`src/hw/pwm_evt_pkg.sv`:
```
// Constants shared by the PWM event, compare and fine-step logic.
// Assumes a 250 MHz module clock and a 32-bit APB register bus.
package pwm_evt_pkg;

  // ************************************************************
  // Register map (byte addresses)
  // ************************************************************
  localparam logic [7:0] CTRL_OFS = 8'h00;      // Control bits.
  localparam logic [7:0] DC_SEL_OFS = 8'h04;    // Compare input select.
  localparam logic [7:0] DC_POL_OFS = 8'h08;    // Compare input level.
  localparam logic [7:0] BLANK_OFS = 8'h0C;     // Blanking length.
  localparam logic [7:0] ET_CFG_OFS = 8'h10;    // Trigger channels.
  localparam logic [7:0] CMP_A_OFS = 8'h14;     // Compare value a.
  localparam logic [7:0] CMP_B_OFS = 8'h18;     // Compare value b.
  localparam logic [7:0] CMP_C_OFS = 8'h1C;     // Compare value c.
  localparam logic [7:0] CMP_D_OFS = 8'h20;     // Compare value d.
  localparam logic [7:0] PERIOD_OFS = 8'h24;    // Period value.
  localparam logic [7:0] PHASE_OFS = 8'h28;     // Phase value.
  localparam logic [7:0] STATUS_OFS = 8'h2C;    // Sticky events, read only.
  localparam logic [7:0] CLEAR_OFS = 8'h30;     // Event clear, write only.
  localparam logic [7:0] IEN_OFS = 8'h34;       // Interrupt enable.
  localparam logic [7:0] POS_OFS = 8'h38;       // Positioner scale, read only.

  // ************************************************************
  // Field positions
  // ************************************************************
  localparam int CTRL_TRIP_EN = 0;    // Compare event trips outputs.
  localparam int CTRL_SYNC_EN = 1;    // Compare event syncs time base.
  localparam int CTRL_SOC_EN = 2;     // Compare event starts conversion.
  localparam int CTRL_BLANK_EN = 3;   // Blanking window in use.
  localparam int CTRL_BLANK_PRD = 4;  // Open window at period, else zero.
  localparam int CTRL_CHECK = 5;      // Write one to start self-check.
  localparam int CTRL_W = 5;          // Stored control bits.
  localparam int ET_CH_W = 12;        // Bits per trigger channel.
  localparam int ET_SEL_LSB = 0;      // Event select, 4 bits.
  localparam int ET_DIV_LSB = 4;      // Divide value, 4 bits.
  localparam int ET_EN_BIT = 8;       // Channel enable.
  localparam int FRAC_LSB = 16;       // Fraction extension position.
  localparam int ST_ET_INT = 0;       // Trigger interrupt event.
  localparam int ST_DC_TRIP = 1;      // Compare trip event.
  localparam int ST_POS_DONE = 2;     // Self-check finished.
  localparam int ST_POS_FAIL = 3;     // Self-check out of range.
  localparam int ST_W = 4;            // Sticky status width.
  localparam int ST_CNT_LSB = 8;      // Prescaler counts in status.

  // ************************************************************
  // Event select codes
  // ************************************************************
  localparam int EV_ZERO = 1;         // Counter equals zero.
  localparam int EV_PERIOD = 2;       // Counter equals period.
  localparam int EV_ZERO_PRD = 3;     // Either of the two.
  localparam int EV_CMP_BASE = 4;     // Up match a, down match a, b, c, d.
  localparam int EV_DC = 12;          // Digital-compare event.

  // ************************************************************
  // Fine-step timing
  // ************************************************************
  localparam int CLK_PERIOD_PS = 4000;  // Module clock period.
  localparam int POS_STEP_PS = 150;     // Nominal fine step.
  localparam logic [7:0] POS_NOMINAL = 8'(CLK_PERIOD_PS / POS_STEP_PS);
  localparam logic [7:0] POS_MIN = 8'h10;  // Least healthy steps per clock.
  localparam logic [7:0] POS_MAX = 8'h30;  // Most healthy steps per clock.

endpackage : pwm_evt_pkg

```
`src/hw/pwm_event_hires.sv`:
```
// Event side of a PWM unit: digital compare, event trigger with
// prescaler, interrupt logic and fine-step edge codes for the
// micro edge positioner. Assumes the time-base counter and the
// delay line sit outside, synchronous to clk_sys_i.
module pwm_event_hires (
  input wire logic clk_sys_i,
  input wire logic sys_rst_i,
  input wire logic psel_i,
  input wire logic penable_i,
  input wire logic pwrite_i,
  input wire logic [7:0] paddr_i,
  input wire logic [31:0] pwdata_i,
  output logic [31:0] prdata_o,
  output logic pready_o,
  output logic pslverr_o,
  input wire logic [15:0] tb_count_i,
  input wire logic tb_tick_i,
  input wire logic tb_up_i,
  input wire logic [7:0] ext_pin_i,
  input wire logic [7:0] periph_i,
  input wire logic [7:0] pos_cal_steps_i,
  input wire logic pos_cal_valid_i,
  output logic pos_cal_start_o,
  output logic trip_o,
  output logic sync_o,
  output logic soc_o,
  output logic irq_o,
  output logic edge_a_o,
  output logic edge_b_o,
  output logic [7:0] fine_cmp_a_o,
  output logic [7:0] fine_cmp_b_o,
  output logic [7:0] fine_period_o,
  output logic [7:0] fine_phase_o
);

  // ************************************************************
  // Registers and internal signals
  // ************************************************************
  typedef enum logic [0:0] {
    CHK_IDLE,
    CHK_WAIT
  } check_state_e;

  logic [pwm_evt_pkg::CTRL_W-1:0] ctrl;  // Control bits.
  logic [15:0] dc_sel;                  // Compare input selection.
  logic [15:0] dc_pol;                  // One selects high level.
  logic [15:0] blank_len;               // Blanking length in clocks.
  logic [23:0] et_cfg;                  // Two trigger channels.
  logic [23:0] cmp_val [4];             // Coarse value and fraction.
  logic [23:0] period_val;              // Coarse period and fraction.
  logic [23:0] phase_val;               // Coarse phase and fraction.
  logic [pwm_evt_pkg::ST_W-1:0] status; // Sticky events.
  logic [pwm_evt_pkg::ST_W-1:0] ien;    // Interrupt enables.
  logic [pwm_evt_pkg::ST_W-1:0] status_set; // Events this cycle.
  logic [pwm_evt_pkg::ST_W-1:0] status_clr; // Clear strobe bits.
  logic [7:0] pos_scale;                // Measured steps per clock.
  check_state_e chk_state;              // Self-check progress.
  logic [15:0] blank_cnt;               // Remaining blanking clocks.
  logic [15:0] dc_in;                   // Crossbar inputs combined.
  logic dc_raw;                         // Unblanked compare event.
  logic dc_evt;                         // Qualified compare event.
  logic ev_zero;                        // Counter reached zero.
  logic ev_period;                      // Counter reached period.
  logic [3:0] cmp_hit;                  // Counter met compare value.
  logic [15:0] evt_vec;                 // Events by select code.
  logic [1:0] et_fire;                  // Channel outputs this cycle.
  logic [3:0] et_cnt [2];               // Prescaler counts.
  logic acc;                            // Access phase completes.
  logic wr;                             // Completing write.
  logic check_go;                       // Self-check start strobe.
  logic hit;                            // Address is mapped.
  logic [31:0] rd_mux;                  // Read data selection.

  assign acc = psel_i && penable_i && pready_o;
  assign wr = acc && pwrite_i;
  assign check_go = wr && (paddr_i == pwm_evt_pkg::CTRL_OFS) && pwdata_i[pwm_evt_pkg::CTRL_CHECK];

  // ************************************************************
  // APB slave
  // ************************************************************
  // Ready rises one cycle into the access phase; data goes with it.
  always_ff @(posedge clk_sys_i) begin
    if (sys_rst_i) begin
      pready_o <= 1'b0;
      prdata_o <= 32'h0000_0000;
      pslverr_o <= 1'b0;
    end else begin
      pready_o <= psel_i && penable_i && !pready_o;
      prdata_o <= pwrite_i ? 32'h0000_0000 : rd_mux;
      pslverr_o <= psel_i && penable_i && !pready_o && !hit;
    end
  end

  // Read selection; write-only and unmapped words read as zero.
  always_comb begin
    hit = 1'b1;
    rd_mux = 32'h0000_0000;
    case (paddr_i)
      pwm_evt_pkg::CTRL_OFS: rd_mux = 32'(ctrl);
      pwm_evt_pkg::DC_SEL_OFS: rd_mux = 32'(dc_sel);
      pwm_evt_pkg::DC_POL_OFS: rd_mux = 32'(dc_pol);
      pwm_evt_pkg::BLANK_OFS: rd_mux = 32'(blank_len);
      pwm_evt_pkg::ET_CFG_OFS: rd_mux = 32'(et_cfg);
      pwm_evt_pkg::CMP_A_OFS: rd_mux = 32'(cmp_val[0]);
      pwm_evt_pkg::CMP_B_OFS: rd_mux = 32'(cmp_val[1]);
      pwm_evt_pkg::CMP_C_OFS: rd_mux = 32'(cmp_val[2]);
      pwm_evt_pkg::CMP_D_OFS: rd_mux = 32'(cmp_val[3]);
      pwm_evt_pkg::PERIOD_OFS: rd_mux = 32'(period_val);
      pwm_evt_pkg::PHASE_OFS: rd_mux = 32'(phase_val);
      pwm_evt_pkg::STATUS_OFS: begin
        rd_mux = 32'(status);
        rd_mux[pwm_evt_pkg::ST_CNT_LSB +: 8] = {et_cnt[1], et_cnt[0]};
      end
      pwm_evt_pkg::CLEAR_OFS: rd_mux = 32'h0000_0000;
      pwm_evt_pkg::IEN_OFS: rd_mux = 32'(ien);
      pwm_evt_pkg::POS_OFS: rd_mux = 32'(pos_scale);
      default: hit = 1'b0;
    endcase
  end

  // Software-written configuration takes effect at the completing edge.
  always_ff @(posedge clk_sys_i) begin
    if (sys_rst_i) begin
      ctrl <= '0;
      dc_sel <= 16'h0000;
      dc_pol <= 16'h0000;
      blank_len <= 16'h0000;
      et_cfg <= 24'h00_0000;
      cmp_val <= '{default: 24'h00_0000};
      period_val <= 24'h00_0000;
      phase_val <= 24'h00_0000;
      ien <= '0;
    end else if (wr) begin
      case (paddr_i)
        pwm_evt_pkg::CTRL_OFS: ctrl <= pwdata_i[pwm_evt_pkg::CTRL_W-1:0];
        pwm_evt_pkg::DC_SEL_OFS: dc_sel <= pwdata_i[15:0];
        pwm_evt_pkg::DC_POL_OFS: dc_pol <= pwdata_i[15:0];
        pwm_evt_pkg::BLANK_OFS: blank_len <= pwdata_i[15:0];
        pwm_evt_pkg::ET_CFG_OFS: et_cfg <= pwdata_i[23:0];
        pwm_evt_pkg::CMP_A_OFS: cmp_val[0] <= pwdata_i[23:0];
        pwm_evt_pkg::CMP_B_OFS: cmp_val[1] <= pwdata_i[23:0];
        pwm_evt_pkg::CMP_C_OFS: cmp_val[2] <= pwdata_i[23:0];
        pwm_evt_pkg::CMP_D_OFS: cmp_val[3] <= pwdata_i[23:0];
        pwm_evt_pkg::PERIOD_OFS: period_val <= pwdata_i[23:0];
        pwm_evt_pkg::PHASE_OFS: phase_val <= pwdata_i[23:0];
        pwm_evt_pkg::IEN_OFS: ien <= pwdata_i[pwm_evt_pkg::ST_W-1:0];
        default: ;  // Read-only, clear and unmapped words store nothing.
      endcase
    end
  end

  // ************************************************************
  // Time-base and compare events
  // ************************************************************
  // Matches count only on a counter step, so a held count fires once.
  always_comb begin
    ev_zero = tb_tick_i && (tb_count_i == 16'h0000);
    ev_period = tb_tick_i && (tb_count_i == period_val[15:0]);
    for (int k = 0; k < 4; k++) begin
      cmp_hit[k] = tb_tick_i && (tb_count_i == cmp_val[k][15:0]);
    end
  end

  // Event vector indexed by the trigger select code.
  always_comb begin
    evt_vec = 16'h0000;
    evt_vec[pwm_evt_pkg::EV_ZERO] = ev_zero;
    evt_vec[pwm_evt_pkg::EV_PERIOD] = ev_period;
    evt_vec[pwm_evt_pkg::EV_ZERO_PRD] = ev_zero || ev_period;
    for (int k = 0; k < 4; k++) begin
      evt_vec[pwm_evt_pkg::EV_CMP_BASE + 2 * k] = cmp_hit[k] && tb_up_i;
      evt_vec[pwm_evt_pkg::EV_CMP_BASE + 2 * k + 1] = cmp_hit[k] && !tb_up_i;
    end
    evt_vec[pwm_evt_pkg::EV_DC] = dc_evt;
  end

  // ************************************************************
  // Digital compare
  // ************************************************************
  // Any selected input sitting at its chosen level raises the event.
  always_comb begin
    dc_in = {periph_i, ext_pin_i};
    dc_raw = |(dc_sel & ~(dc_in ^ dc_pol));
    dc_evt = dc_raw && !(ctrl[pwm_evt_pkg::CTRL_BLANK_EN] && (blank_cnt != 16'h0000));
  end

  // The window opens at the chosen switching instant and runs down.
  always_ff @(posedge clk_sys_i) begin
    if (sys_rst_i) begin
      blank_cnt <= 16'h0000;
    end else if (ctrl[pwm_evt_pkg::CTRL_BLANK_PRD] ? ev_period : ev_zero) begin
      blank_cnt <= blank_len;
    end else if (blank_cnt != 16'h0000) begin
      blank_cnt <= blank_cnt - 16'h0001;
    end
  end

  // Compare actions towards trip, sync and conversion start.
  always_ff @(posedge clk_sys_i) begin
    if (sys_rst_i) begin
      trip_o <= 1'b0;
      sync_o <= 1'b0;
      soc_o <= 1'b0;
    end else begin
      trip_o <= dc_evt && ctrl[pwm_evt_pkg::CTRL_TRIP_EN];
      sync_o <= dc_evt && ctrl[pwm_evt_pkg::CTRL_SYNC_EN];
      soc_o <= et_fire[1] || (dc_evt && ctrl[pwm_evt_pkg::CTRL_SOC_EN]);
    end
  end

  // ************************************************************
  // Event trigger: channel 0 interrupt, channel 1 conversion start
  // ************************************************************
  for (genvar c = 0; c < 2; c++) begin : g_et
    logic [3:0] sel;  // Event select code.
    logic [3:0] div;  // Divide value; zero disables.
    logic en;         // Channel enable.
    assign sel = et_cfg[c * pwm_evt_pkg::ET_CH_W + pwm_evt_pkg::ET_SEL_LSB +: 4];
    assign div = et_cfg[c * pwm_evt_pkg::ET_CH_W + pwm_evt_pkg::ET_DIV_LSB +: 4];
    assign en = et_cfg[c * pwm_evt_pkg::ET_CH_W + pwm_evt_pkg::ET_EN_BIT];

    // Counts qualifying events and fires on the divide value.
    always_ff @(posedge clk_sys_i) begin
      if (sys_rst_i) begin
        et_cnt[c] <= 4'h0;
        et_fire[c] <= 1'b0;
      end else begin
        et_fire[c] <= 1'b0;
        if (en && (div != 4'h0) && evt_vec[sel]) begin
          if (et_cnt[c] + 4'h1 >= div) begin
            et_fire[c] <= 1'b1;
            et_cnt[c] <= 4'h0;
          end else begin
            et_cnt[c] <= et_cnt[c] + 4'h1;
          end
        end
      end
    end
  end

  // ************************************************************
  // Interrupt status
  // ************************************************************
  // Event bits for this cycle and the clear strobe from software.
  always_comb begin
    status_set = '0;
    status_set[pwm_evt_pkg::ST_ET_INT] = et_fire[0];
    status_set[pwm_evt_pkg::ST_DC_TRIP] = dc_evt && ctrl[pwm_evt_pkg::CTRL_TRIP_EN];
    status_set[pwm_evt_pkg::ST_POS_DONE] = (chk_state == CHK_WAIT) && pos_cal_valid_i;
    status_set[pwm_evt_pkg::ST_POS_FAIL] = (chk_state == CHK_WAIT) && pos_cal_valid_i &&
      ((pos_cal_steps_i < pwm_evt_pkg::POS_MIN) || (pos_cal_steps_i > pwm_evt_pkg::POS_MAX));
    status_clr = (wr && (paddr_i == pwm_evt_pkg::CLEAR_OFS)) ? pwdata_i[pwm_evt_pkg::ST_W-1:0] : '0;
  end

  // A set arriving with its clear wins, so no event is lost.
  always_ff @(posedge clk_sys_i) begin
    if (sys_rst_i) begin
      status <= '0;
      irq_o <= 1'b0;
    end else begin
      status <= (status & ~status_clr) | status_set;
      irq_o <= |(status & ien);
    end
  end

  // ************************************************************
  // Micro edge positioner self-check
  // ************************************************************
  // A start pulse asks the delay line for its steps per clock.
  always_ff @(posedge clk_sys_i) begin
    if (sys_rst_i) begin
      chk_state <= CHK_IDLE;
      pos_cal_start_o <= 1'b0;
      pos_scale <= pwm_evt_pkg::POS_NOMINAL;
    end else begin
      pos_cal_start_o <= 1'b0;
      case (chk_state)
        CHK_IDLE: begin
          if (check_go) begin
            pos_cal_start_o <= 1'b1;
            chk_state <= CHK_WAIT;
          end
        end
        CHK_WAIT: begin
          if (pos_cal_valid_i) begin
            chk_state <= CHK_IDLE;
            if ((pos_cal_steps_i >= pwm_evt_pkg::POS_MIN) && (pos_cal_steps_i <= pwm_evt_pkg::POS_MAX)) begin
              pos_scale <= pos_cal_steps_i;
            end
          end
        end
        default: chk_state <= CHK_IDLE;
      endcase
    end
  end

  // ************************************************************
  // Fine-step edge codes
  // ************************************************************
  // The fraction in 1/256 clock becomes a count of fine steps.
  function automatic logic [7:0] fine_steps(input logic [7:0] frac, input logic [7:0] scale);
    logic [15:0] prod;
    prod = frac * scale;
    return prod[15:8];
  endfunction : fine_steps

  // Codes and coarse edge strobes for the positioner.
  always_ff @(posedge clk_sys_i) begin
    if (sys_rst_i) begin
      fine_cmp_a_o <= 8'h00;
      fine_cmp_b_o <= 8'h00;
      fine_period_o <= 8'h00;
      fine_phase_o <= 8'h00;
      edge_a_o <= 1'b0;
      edge_b_o <= 1'b0;
    end else begin
      fine_cmp_a_o <= fine_steps(cmp_val[0][pwm_evt_pkg::FRAC_LSB +: 8], pos_scale);
      fine_cmp_b_o <= fine_steps(cmp_val[1][pwm_evt_pkg::FRAC_LSB +: 8], pos_scale);
      fine_period_o <= fine_steps(period_val[pwm_evt_pkg::FRAC_LSB +: 8], pos_scale);
      fine_phase_o <= fine_steps(phase_val[pwm_evt_pkg::FRAC_LSB +: 8], pos_scale);
      edge_a_o <= cmp_hit[0];
      edge_b_o <= cmp_hit[1];
    end
  end

endmodule : pwm_event_hires

```
`config.mk`:
```
export PLATFORM = sky130hd
export DESIGN_NAME = pwm_event_hires
export DESIGN_NICKNAME = d
export VERILOG_FILES = /design/src/hw/pwm_evt_pkg.sv /design/src/hw/pwm_event_hires.sv
export SDC_FILE = /design/constraint.sdc
export NUM_CORES = 1
export LEC_CHECK = 0
export ABC_AREA = 1
export BUFFER_PORTS_ARGS = -buffer_cell sky130_fd_sc_hd__buf_2
export CORE_ASPECT_RATIO = 0.9
export CORE_MARGIN = 2
export CORE_UTILIZATION = 39
export DETAILED_ROUTE_END_ITERATION = 10
export SLEW_MARGIN = 5
export SYNTH_ARGS = -nofsm -noshare
export SYNTH_HDL_FRONTEND = slang
export SYNTH_SLANG_ARGS = --single-unit
export TNS_END_PERCENT = 10
```
`constraint.sdc`:
```
create_clock -name clk_sys_i -period 6.2 [get_ports clk_sys_i]
set_clock_uncertainty 0.2 [all_clocks]
set_input_delay 1.24 -clock clk_sys_i [delete_from_list [all_inputs] [get_ports clk_sys_i]]
set_output_delay 1.24 -clock clk_sys_i [all_outputs]
set_load 0.01 [all_outputs]
```
== After elaboration in Yosys (flattened, before gate mapping) ==
Memories as Yosys holds them, arrays and structs flattened.
Index checks and enable logic that the tools add are counted.

* Bits in registers: 329
* Bits in writable memories: 8
* Input port bits: 88
* Output and inout bits: 73
* Word-level logic and storage cells: 179
* Memories: 1

{| class="wikitable"
|+ Memory list
! memory !! words !! bits a word !! rd ports !! clocked after Yosys merged registers in !! write ports !! line !! source
|-
| et_cnt || 2 || 4 || 2 || 0 || 2 || pwm_event_hires.sv:67 || <nowiki>logic [3:0] et_cnt [2];</nowiki>
|}

* Add/sub/neg operators: 3
* Multiply operators: 4
* $lt $le $gt $ge: 8
* Equal/unequal tests: 19
* Muxes and demuxes: 35
* Bitwise operators: 12
* Reductions and logical operators: 65

{| class="wikitable"
|+ Operators by type and width
! kind !! count
|-
| 24-bit one-hot mux with 14 select lines || 1
|-
| 16-bit == test || 5
|-
| 8-bit by 8-bit multiplier with 16-bit output || 4
|-
| 8-bit by 6-bit == test with 1-bit output, second input constant || 7
|-
| 1-bit logical AND || 34
|-
| 8-bit by 5-bit == test with 1-bit output, second input constant || 4
|-
| 16-bit 2-to-1 mux || 2
|-
| 1-bit 2-to-1 mux || 24
|-
| 2-bit AND reduction || 12
|-
| 4-bit 2-to-1 mux || 5
|-
| 16-bit AND || 1
|-
| 8-bit by 4-bit == test with 1-bit output, second input constant || 2
|-
| 16-bit zero test || 1
|-
| 16-bit inverter || 1
|-
| 16-bit nonzero test || 1
|-
| 16-bit OR reduction || 1
|-
| 16-bit by 1-bit subtractor with 16-bit output, second input constant || 1
|-
| 16-bit bitwise XOR || 1
|-
| 15-bit OR reduction || 1
|-
| 4-bit by 5-bit < comparator with 1-bit output, second input constant || 2
|-
| 4-bit by 1-bit adder with 4-bit output, second input constant || 2
|-
| 4-bit AND || 2
|-
| 1-bit binary-select mux with 4-bit select || 2
|-
| 8-bit by 3-bit == test with 1-bit output, second input constant || 1
|-
| other kinds (18) || 29
|}

== Logic depth before layout (Yosys ltp) ==
Gate-level depths: netlist of run 1.

* Word-level depth: 13
* Depth in mapped cells: 24
* Mapped depth without buffers: 22

== Worst setup path after synthesis of run 1 ==
No wires, ideal clock.

* Path kind: register to register
* Start: reg pos_scale[2]
* End: reg fine_cmp_a_o[4]
* Library setup time: 0.113 ns
* Arrival time: 4.189 ns
* Required time: 5.887 ns
* Setup slack: 1.699 ns
* Stages on the path, launching flop included: 22
* Buffers on the path: 2
* Period minus slack after synthesis: 4.501 ns
* Path through: dfxtp_1 -> clkbuf_1 -> clkbuf_1 -> nand2_1 -> fa_1 -> fa_1 -> inv_1 -> fa_1 -> inv_1 -> fa_1 -> inv_1 -> ha_1 -> nand2_1 -> inv_1 -> a221oi_1 -> o21ai_0 -> nand2_1 -> nand2_1 -> a21oi_1 -> nand2_1 -> nand2_1 -> nor2_1

* Word-level cells in the longest chain between the ends: 1

{| class="wikitable"
|+ RTL lines
! item !! line !! source
|-
| start: declaration || pwm_event_hires.sv:56 || <nowiki>logic [7:0] pos_scale;</nowiki>
|-
| start signal: assignment || pwm_event_hires.sv:274 || <nowiki>pos_scale <= pwm_evt_pkg::POS_NOMINAL;</nowiki>
|-
| start signal: assignment || pwm_event_hires.sv:288 || <nowiki>pos_scale <= pos_cal_steps_i;</nowiki>
|-
| 8-bit by 8-bit multiplier with 16-bit output || pwm_event_hires.sv:303 || <nowiki>prod = frac * scale;</nowiki>
|-
| end signal: assignment || pwm_event_hires.sv:317 || <nowiki>fine_cmp_a_o <= fine_steps(cmp_val[0][pwm_evt_pkg::FRAC_LSB +: 8], pos_scale);</nowiki>
|-
| end: declaration || pwm_event_hires.sv:30 || <nowiki>output logic [7:0] fine_cmp_a_o,</nowiki>
|}

Every way passes these cells.
A chain may end at the register's enable or synchronous reset.

== Worst setup path after layout of run 1 ==
* Start: reg pos_scale[2]
* End: reg fine_period_o[7]

* Word-level cells in the longest chain between the ends: 1

{| class="wikitable"
|+ RTL lines
! item !! line !! source
|-
| 8-bit by 8-bit multiplier with 16-bit output || pwm_event_hires.sv:303 ||
|-
| end signal: assignment || pwm_event_hires.sv:319 || <nowiki>fine_period_o <= fine_steps(period_val[pwm_evt_pkg::FRAC_LSB +: 8], pos_scale);</nowiki>
|-
| end: declaration || pwm_event_hires.sv:32 || <nowiki>output logic [7:0] fine_period_o,</nowiki>
|}

Every way passes these cells.

==> results by group, run 1 <==
CTS
  – Maximum buffer depth of the clock tree: 3
  – Cts repair resizes: 0
  – Clock tree root buffer cell: clkbuf_16
  – Clock input transition at the sequential cells of the worst setup and hold paths: 0.06 ns
  – Later-pin clock latency in the skew report: 0.59 ns
  – Hold buffer count at cts: 0
  – CTS H-tree depth: 2
  – Clk sink count: 329
  – Number of buffers added by the clock tree synthesis step: 39
  – Post CTS Setup Buffer Count: 0
  – Clock tree from TritonCTS: yes

Yosys
  – Count of synthesis-stage warnings from yosys: 0
  – Unique masters post-synth: 52
  – Dominant register cell in the synthesized netlist: dfxtp_1
  – Number of flip-flops and latches in the synthesized netlist: 329
  – Main combinational cell family by area after synthesis: adder cells
  – Avg Cell Area, Syn: slightly above 7 µm²
  – Compound-cell area share of the yosys netlist: between 15 and 20%
  – Synth top area cells: dfxtp_1 (28%), fa_1 (12%), nand2_1 (11%)
  – Area fraction of the dominant cell type after synthesis: 28.1%
  – Fraction of synthesized cell area in xor and xnor cells: approximately 1.6%
  – Adder-cell area share of the yosys netlist: 20.1%
  – Sequential-to-total area share from yosys stat: between 20% and 30%
  – Mux contribution to synthesized area: 0.0438%
  – Area fraction in and, or, nand and nor cells after synthesis: between 15 and 20%
  – EDFF count, synth: 8
  – Post-synth ARST share: 0%
  – Post-Synthesis Cells: 3218
  – Total standard cell area after synthesis: 22900 µm²
  – Most used standard cells in the synthesized netlist: nand2_1 (658), inv_1 (649), dfxtp_1 (321)
  – Library cell with the highest instance count after synthesis: nand2_1
  – Area leader, netlist: dfxtp_1

Cells and area
  – Share of post-route cells with drive strength above 1: ~8.6%
  – Post-layout nets: 3642
  – Multi-input logic area: 13000 µm²
  – FF+latch area: 6670 µm²
  – Area growth from synthesis to layout: 11.2%
  – Layout fillers: ~6000

STA
  – Post-route minimum period: approximately 5.2 ns
  – Final setup violation count: 0
  – Worst setup slack after layout: 0.974 ns
  – Final TNS setup: 0 ns
  – Number of endpoints with negative hold slack in the final report: 0
  – Setup repair after global routing missed its margin: false
  – Actual transition at the worst max-transition pin: about 1.1 ns
  – Slew Limit Fails: 0
  – Max-Slew Margin vs Limit: about 29%
  – Maximum operating frequency: approximately 190 MHz
  – Final period utilization: about 84%

Placed design
  – Number of port buffers: 144
  – Post-detailed-placement half-perimeter wirelength: roughly 54000 µm
  – Global placement routability congestion: 0.953
  – Post-placement setup slack: ~1 ns

Routing
  – Antenna-violating nets left: 0
  – Number of design-rule violations left by the first detailed-router iteration: 2004
  – Total wire length: 74400 µm
  – Drt first pass iters: 5
  – Ratio of routed vias to standard cells: 5.10
  – Post-detailed-route DRC marker count: 0
  – Detail-routed net length per standard cell: 18.2 µm
  – Vias after detailed routing: 20800

GRT
  – First-pass GRT wire length: between 100000 and 150000 µm
  – Initial antenna violation count: 10
  – Vias in the first global route: 19700
  – Remaining global-route overflow: 0
  – GRT Total Usage: 24.7%
  – Largest net degree at the start of global routing: 116

Pwr
  – Leakage dissipation: around 0.013 µW
  – Fraction of power spent switching nets: 26.8%
  – Power per Cell Area: 196 nW/µm²
  – Net switching power: 1330 µW
  – Internal power summed over all cells: 3640 µW
  – Register share of total power: a little over two fifths
  – Clock power share: between 40% and 50%
  – Worst supply voltage drop on vdd: 0.208 mV
  – Combinational Power Share: a little under a tenth

Critical path
  – Worst r2r path cells: 20
  – Launching instance or port of the critical path: pos_scale[2]
  – Required time of the critical path: 6.46 ns
  – Reg-to-reg setup timing slack: 0.97 ns
  – Critical R2R Launch: pos_scale[2]
  – Max Fanout on Critical Path: 21
  – CP Data Arrival Time: between 5 and 6 ns
  – Worst Setup Start Kind: flop
  – Class of the most critical setup path: reg2reg
  – Crit end category: flop
  – Terminus of the critical flop-to-flop path: fine_period_o[7]

Floorplan
  – Core ar.: 58200 µm²
  – Starting density of the core: between 30 and 40%
  – Number of ports placed on the die boundary: 161
  – Die boundary width: 259 µm
  – Floorplan row count: 84
  – DIE HEIGHT: between 200 and 250 µm
  – Die area: between 60000 and 70000 µm²

Run status
  – Result of the run: finished clean

Min path
  – Min-delay worst type: reg2reg
  – Startpoint of the lowest-slack hold path: et_fire[0]
  – Worst hold path endpoint: status[0]
  – Cell count of the worst hold path: 2

Job
  – Count of max-cap constraint violations: 0
[layout make-up]
class	instances	share of cell area, %
Antenna cell	8	0.0788
Clock buffer	56	4.29
Clock inverter	14	0.758
Inverter	673	9.96
Multi-Input combinational cell	2048	51.0
Sequential cell	329	26.2
Tap cell	774	3.81
Timing Repair Buffer	180	3.90
[registers in the layout (all words and copies together) (netlist names), 16 cells and up]
register / count
dc_pol: 16
dc_sel: 16
cmp_val: 96
phase_val: 24
et_cfg: 24
blank_cnt: 16
period_val: 24
prdata_o: 24
blank_len: 16
[kinds of logic after synthesis]
logic type / after synthesis
compound gates: 707
xor+xnor: 41
fa+ha+maj: 283
buf+inv: 848
flops: 329
mux: 1
other cells: 1
simple gates: 1008
[per-layer routing]
layer  global-route usage (%)  vias up  routed length (µm)
met3                     5.52      140                6570
met5                        0        -                  27
met4                     8.44        6                2440
li1                         -    10200                   -
met1                     33.9     9661               33600
met2                     38.0      780               31800
[worst max-delay path by stage]
stage	endpoint	slack, ns
6_report	fine_period_o[7]	0.97
3_5_place_dp	fine_period_o[7]	1.01
4_1_cts	fine_period_o[7]	0.97
3_3_place_gp	fine_period_o[6]	0.97
5_1_grt	fine_phase_o[7]	0.59
2_1_floorplan	fine_cmp_a_o[4]	1.70
[worst max-delay path: stages (launching register included)]
cell and delay [ns]:
dfxtp_1 1.01, buf_4 0.28, nand2_1 0.05, inv_1 0.09, fa_1 0.41, fa_1 0.50, fa_1 0.48, inv_1 0.05
fa_1 0.47, inv_1 0.04, ha_1 0.31, nand2_1 0.08, inv_1 0.05, a221oi_1 0.25, o21ai_1 0.18, nand2_1 0.10
nand2_1 0.11, a21oi_1 0.20, nand2_1 0.08, nand2_1 0.07, nor2_1 0.06
[stage by stage]
step | total power [µW] | instance area (µm²) | hold WS (ns) | cells | utilization [%]
final | 4970 | 25400 | 0.244 | 4082 | 43.7
after global routing | 5160 | 25400 | 0.269 | 4077 | 43.6
after CTS | 5010 | 25400 | 0.239 | 4074 | 43.6
after detailed placement | 2680 | 24100 | 0.229 | 4004 | 41.4
after global placement | 2680 | 24100 | 0.223 | 4004 | 41.4
after floorplan | 2550 | 22900 | 0.215 | 3225 | -
[power by group through the flow]
stage	sequential [µW]	clock, µW	combinational (µW)
final	2190	2330	458
after floorplan	2230	0	323
after detailed placement	2230	0	451
after global placement	2230	0	449
after CTS	2180	2370	454
after global routing	2190	2450	525
[layout by cell type (no fill, tap or decap), types with 8 or more instances in the layout]
cell / count
fa_1: 140
ha_1: 143
o21a_1: 8
nand4_1: 19
dfxtp_1: 321
buf_2: 144
inv_1: 649
nand3_1: 77
nor3_1: 23
clkbuf_16: 39
a21oi_1: 281
buf_4: 36
a31oi_1: 8
o22ai_1: 58
diode_2: 8
conb_1: 8
edfxtp_1: 8
o21ai_0: 245
nand2_1: 658
inv_2: 23
clkbuf_1: 12
a2111oi_0: 8
xor2_1: 22
nor2_1: 202
a221oi_1: 34
xnor2_1: 19
o21ai_1: 40
Power figures use the tool's default switching activity.
==> run 2, diff against run 1 <==
--- a/config.mk
+++ b/config.mk
@@ -5,7 +5,7 @@
 export SDC_FILE = /design/constraint.sdc
 export NUM_CORES = 1
 export LEC_CHECK = 0
-export ABC_AREA = 1
+export ABC_AREA = 0
 export BUFFER_PORTS_ARGS = -buffer_cell sky130_fd_sc_hd__buf_2
 export CORE_ASPECT_RATIO = 0.9
 export CORE_MARGIN = 2
==> constraint.sdc (replaced) <==
create_clock -name clk_sys_i -period 4.91 [get_ports clk_sys_i]
set_clock_uncertainty 0.2 [all_clocks]
set_input_delay 0.982 -clock clk_sys_i [delete_from_list [all_inputs] [get_ports clk_sys_i]]
set_output_delay 0.982 -clock clk_sys_i [all_outputs]
set_load 0.01 [all_outputs]
==> run 2 against run 1 <==
Net effect: the run now ends with negative setup slack left; first-iteration DRC count is 17% lower; fmax up 6.2%; cell count shrank 14%; critical path type unchanged.
==> results by group, run 2 <==
Placed design
  – Global placement routability congestion: 0.945
  – Placed Instance Area: 23800 µm²
  – Number of port buffers: 144
  – Post-placement setup slack: -0.116 ns
  – Cell count after placement: 3444
  – Post-detailed-placement half-perimeter wirelength: 52100 µm

Pwr
  – Internal power summed over all cells: 4760 µW
  – Power per Cell Area: 257 nW/µm²
  – Register share of total power: 43.2%
  – Fraction of power spent switching nets: 26.6%
  – Net switching power: 1720 µW
  – Clock power share: a little under half
  – Combinational Power Share: 10.4%
  – Worst supply voltage drop on vdd: 0.213 mV
  – Pwr Total: 6480 µW
  – Leakage dissipation: 0.0106 µW

GRT
  – Vias in the first global route: about 19000
  – First-pass GRT wire length: between 100000 and 150000 µm
  – Initial antenna violation count: 3
  – Largest net degree at the start of global routing: 132
  – Remaining global-route overflow: 0
  – GRT Total Usage: between 20% and 30%

Critical path
  – Max Fanout on Critical Path: 13
  – Reg-to-reg setup timing slack: -0.01 ns
  – Top cell family by delay on the critical path: adder cells
  – Worst r2r path cells: 18
  – Terminus of the critical flop-to-flop path: fine_period_o[6]
  – Class of the most critical setup path: reg2reg
  – Required time of the critical path: 5.19 ns
  – Worst Setup Start Kind: flop
  – Crit-path most repeated cell: fa_1
  – Crit end category: flop
  – Number of logic stages on the critical path including buffering: 18
  – Cell with the biggest individual delay on the critical path: fa_1
  – Critical R2R Launch: pos_scale[3]
  – Worst Setup EP: fine_period_o[6]
  – Highest cell delay on the worst timing path: 0.49 ns
  – Worst path buffer plus inverter count: 5
  – Launching instance or port of the critical path: pos_scale[3]
  – Cell Chain, Critical Path: buf_12, buf_4, buf_4, and2_1, fa_1, ha_1, inv_1, fa_1, fa_1, inv_1, ha_1, o21a_1, o211a_1, a221o_1, a211oi_2, o21bai_1, or2_2, a21oi_1
  – CP Data Arrival Time: 5.21 ns

Run status
  – Failing checks: negative setup slack
  – Result of the run: finished with violations

Job
  – Count of max-cap constraint violations: 0

Floorplan
  – Die boundary width: 254 µm
  – Die area: approximately 58000 µm²
  – Number of ports placed on the die boundary: approximately 160
  – Starting density of the core: about 39%
  – DIE HEIGHT: 229 µm
  – Core ar.: between 50000 and 60000 µm²
  – Floorplan row count: 82

Cells and area
  – Share of post-route cells with drive strength above 1: 13.6%
  – Register ranked first by flip-flop count: cmp_val
  – Area growth from synthesis to layout: 15.4%
  – Cell area after layout: 25200 µm²
  – Most used cells in the layout excluding fill and tap cells: nand2_1 (542), dfxtp_1 (317), a21oi_1 (255)
  – Post-layout nets: 3099
  – Final cell count without fillers: 3513
  – Layout fillers: 5398
  – Most common cell after layout, fill and taps aside: nand2_1
  – Max FFs per register: 96

STA
  – Post-route minimum period: between 4 and 5 ns
  – Setup repair after global routing missed its margin: true
  – Max-Slew Margin vs Limit: 15.2%
  – Final TNS setup: -0.0128 ns
  – Worst setup slack after layout: -0.0128 ns
  – Number of endpoints with negative hold slack in the final report: 0
  – Final setup violation count: 1
  – Final period utilization: 100%
  – Slew Limit Fails: 0
  – Maximum operating frequency: 203 MHz
  – Actual transition at the worst max-transition pin: 1.27 ns

Routing
  – Number of design-rule violations left by the first detailed-router iteration: 1667
  – Antenna-violating nets left: 0
  – Drt first pass iters: 6
  – Ratio of routed vias to standard cells: ~5.5
  – Post-detailed-route DRC marker count: 0
  – Total wire length: roughly 72000 µm
  – Detail-routed net length per standard cell: 20.4 µm
  – Vias after detailed routing: 19200

Yosys
  – Synth top area cells: dfxtp_1 (29%), fa_1 (13%), nand2_1 (9.3%)
  – EDFF count, synth: 8
  – Post-synth ARST share: 0%
  – Sequential-to-total area share from yosys stat: 30.5%
  – Library cell with the highest instance count after synthesis: nand2_1
  – Area fraction of the dominant cell type after synthesis: 29.4%
  – Most used standard cells in the synthesized netlist: nand2_1 (542), dfxtp_1 (321), a21oi_1 (255)
  – Area leader, netlist: dfxtp_1
  – Avg Cell Area, Syn: roughly 8.4 µm²
  – Unique masters post-synth: 70
  – Dominant register cell in the synthesized netlist: dfxtp_1
  – Total standard cell area after synthesis: 21800 µm²
  – Post-Synthesis Cells: around 2600
  – Count of synthesis-stage warnings from yosys: 0
  – Number of flip-flops and latches in the synthesized netlist: 329

CTS
  – Clock input transition at the sequential cells of the worst setup and hold paths: ~0.060 ns
  – Post CTS Setup Buffer Count: 0
  – Later-pin clock latency in the skew report: a little under 0.6 ns
  – CTS H-tree depth: 2
  – Number of buffers added by the clock tree synthesis step: 38
  – Hold buffer count at cts: 0
  – Clk sink count: roughly 330
  – Maximum buffer depth of the clock tree: 3
  – Clock tree root buffer cell: clkbuf_16
  – Clock tree from TritonCTS: yes

Min path
  – Min-delay worst type: reg2reg
-- run 2: final cells by class --
type	count	area [µm²]	area share, %
diodes	2	5.00	0.0198
clock buffers	52	1100	4.38
clock inverters	15	211	0.839
inverters	178	668	2.65
multi-input cells	1925	13900	55.2
flip-flops and latches	329	6670	26.5
well taps	756	946	3.75
repair buffers	256	1690	6.71
-- run 2: logic make-up (layout without fill, tap and decap cells) --
family / after synthesis / count (layout) / share of synthesized area [%]
buffers and inverters: 364 / 501 / 6.53
flip-flops: 329 / 329 / 30.5
adder cells (fa/ha/maj): 283 / 283 / 21.0
AND/OR/NAND/NOR: 1002 / 1002 / 21.6
AO/OA/AOI/OAI: 477 / 477 / 14.0
other: 1 / 10 / 0.0172
multiplexers: 18 / 18 / 0.830
XOR/XNOR: 137 / 137 / 5.49
-- run 2: worst min-delay path, cell delays in order (launching register included) --
cell	delay, ns
dfxtp_1	0.31
nand2_1	0.05
a21oi_1	0.05
-- run 2: timing repair --
action,CTS,global route
resized for setup,8,18
endpoints found under the setup margin,9,19
pin swaps,5,6
-- run 2: layer usage --
metal  up-vias  global-route usage [%]  wire length, µm
li1       8876                       -                -
met1      9294                    31.4            29300
met2       812                    40.0            33000
met3       191                    4.05             5700
met4         0                    12.3             3640
met5         -                       0                0
-- run 2: power by group through the flow --
stage | clock network, µW | logic [µW] | registers, µW
6_report | 3010 | 672 | 2800
4_1_cts | 3060 | 668 | 2800
3_3_place_gp | 0 | 646 | 2850
2_1_floorplan | 0 | 503 | 2840
3_5_place_dp | 0 | 664 | 2850
5_1_grt | 3160 | 743 | 2800
-- run 2: how the worst min path moves through the flow --
stage,startpoint,to,cells after the start
global placement,phase_val[2],phase_val[2],2
finish,et_cfg[21],et_cfg[21],2
CTS,phase_val[5],phase_val[5],2
detailed placement,phase_val[5],phase_val[5],2
global route,et_cfg[21],et_cfg[21],2
floorplan,et_fire[1],soc_o,2
-- run 2: through the flow --
stage	hold slack [ns]	utilization, %
4_1_cts	0.254	45.3
6_report	0.255	45.4
5_1_grt	0.272	45.4
3_5_place_dp	0.246	42.9
3_3_place_gp	0.242	42.9
2_1_floorplan	0.213	-
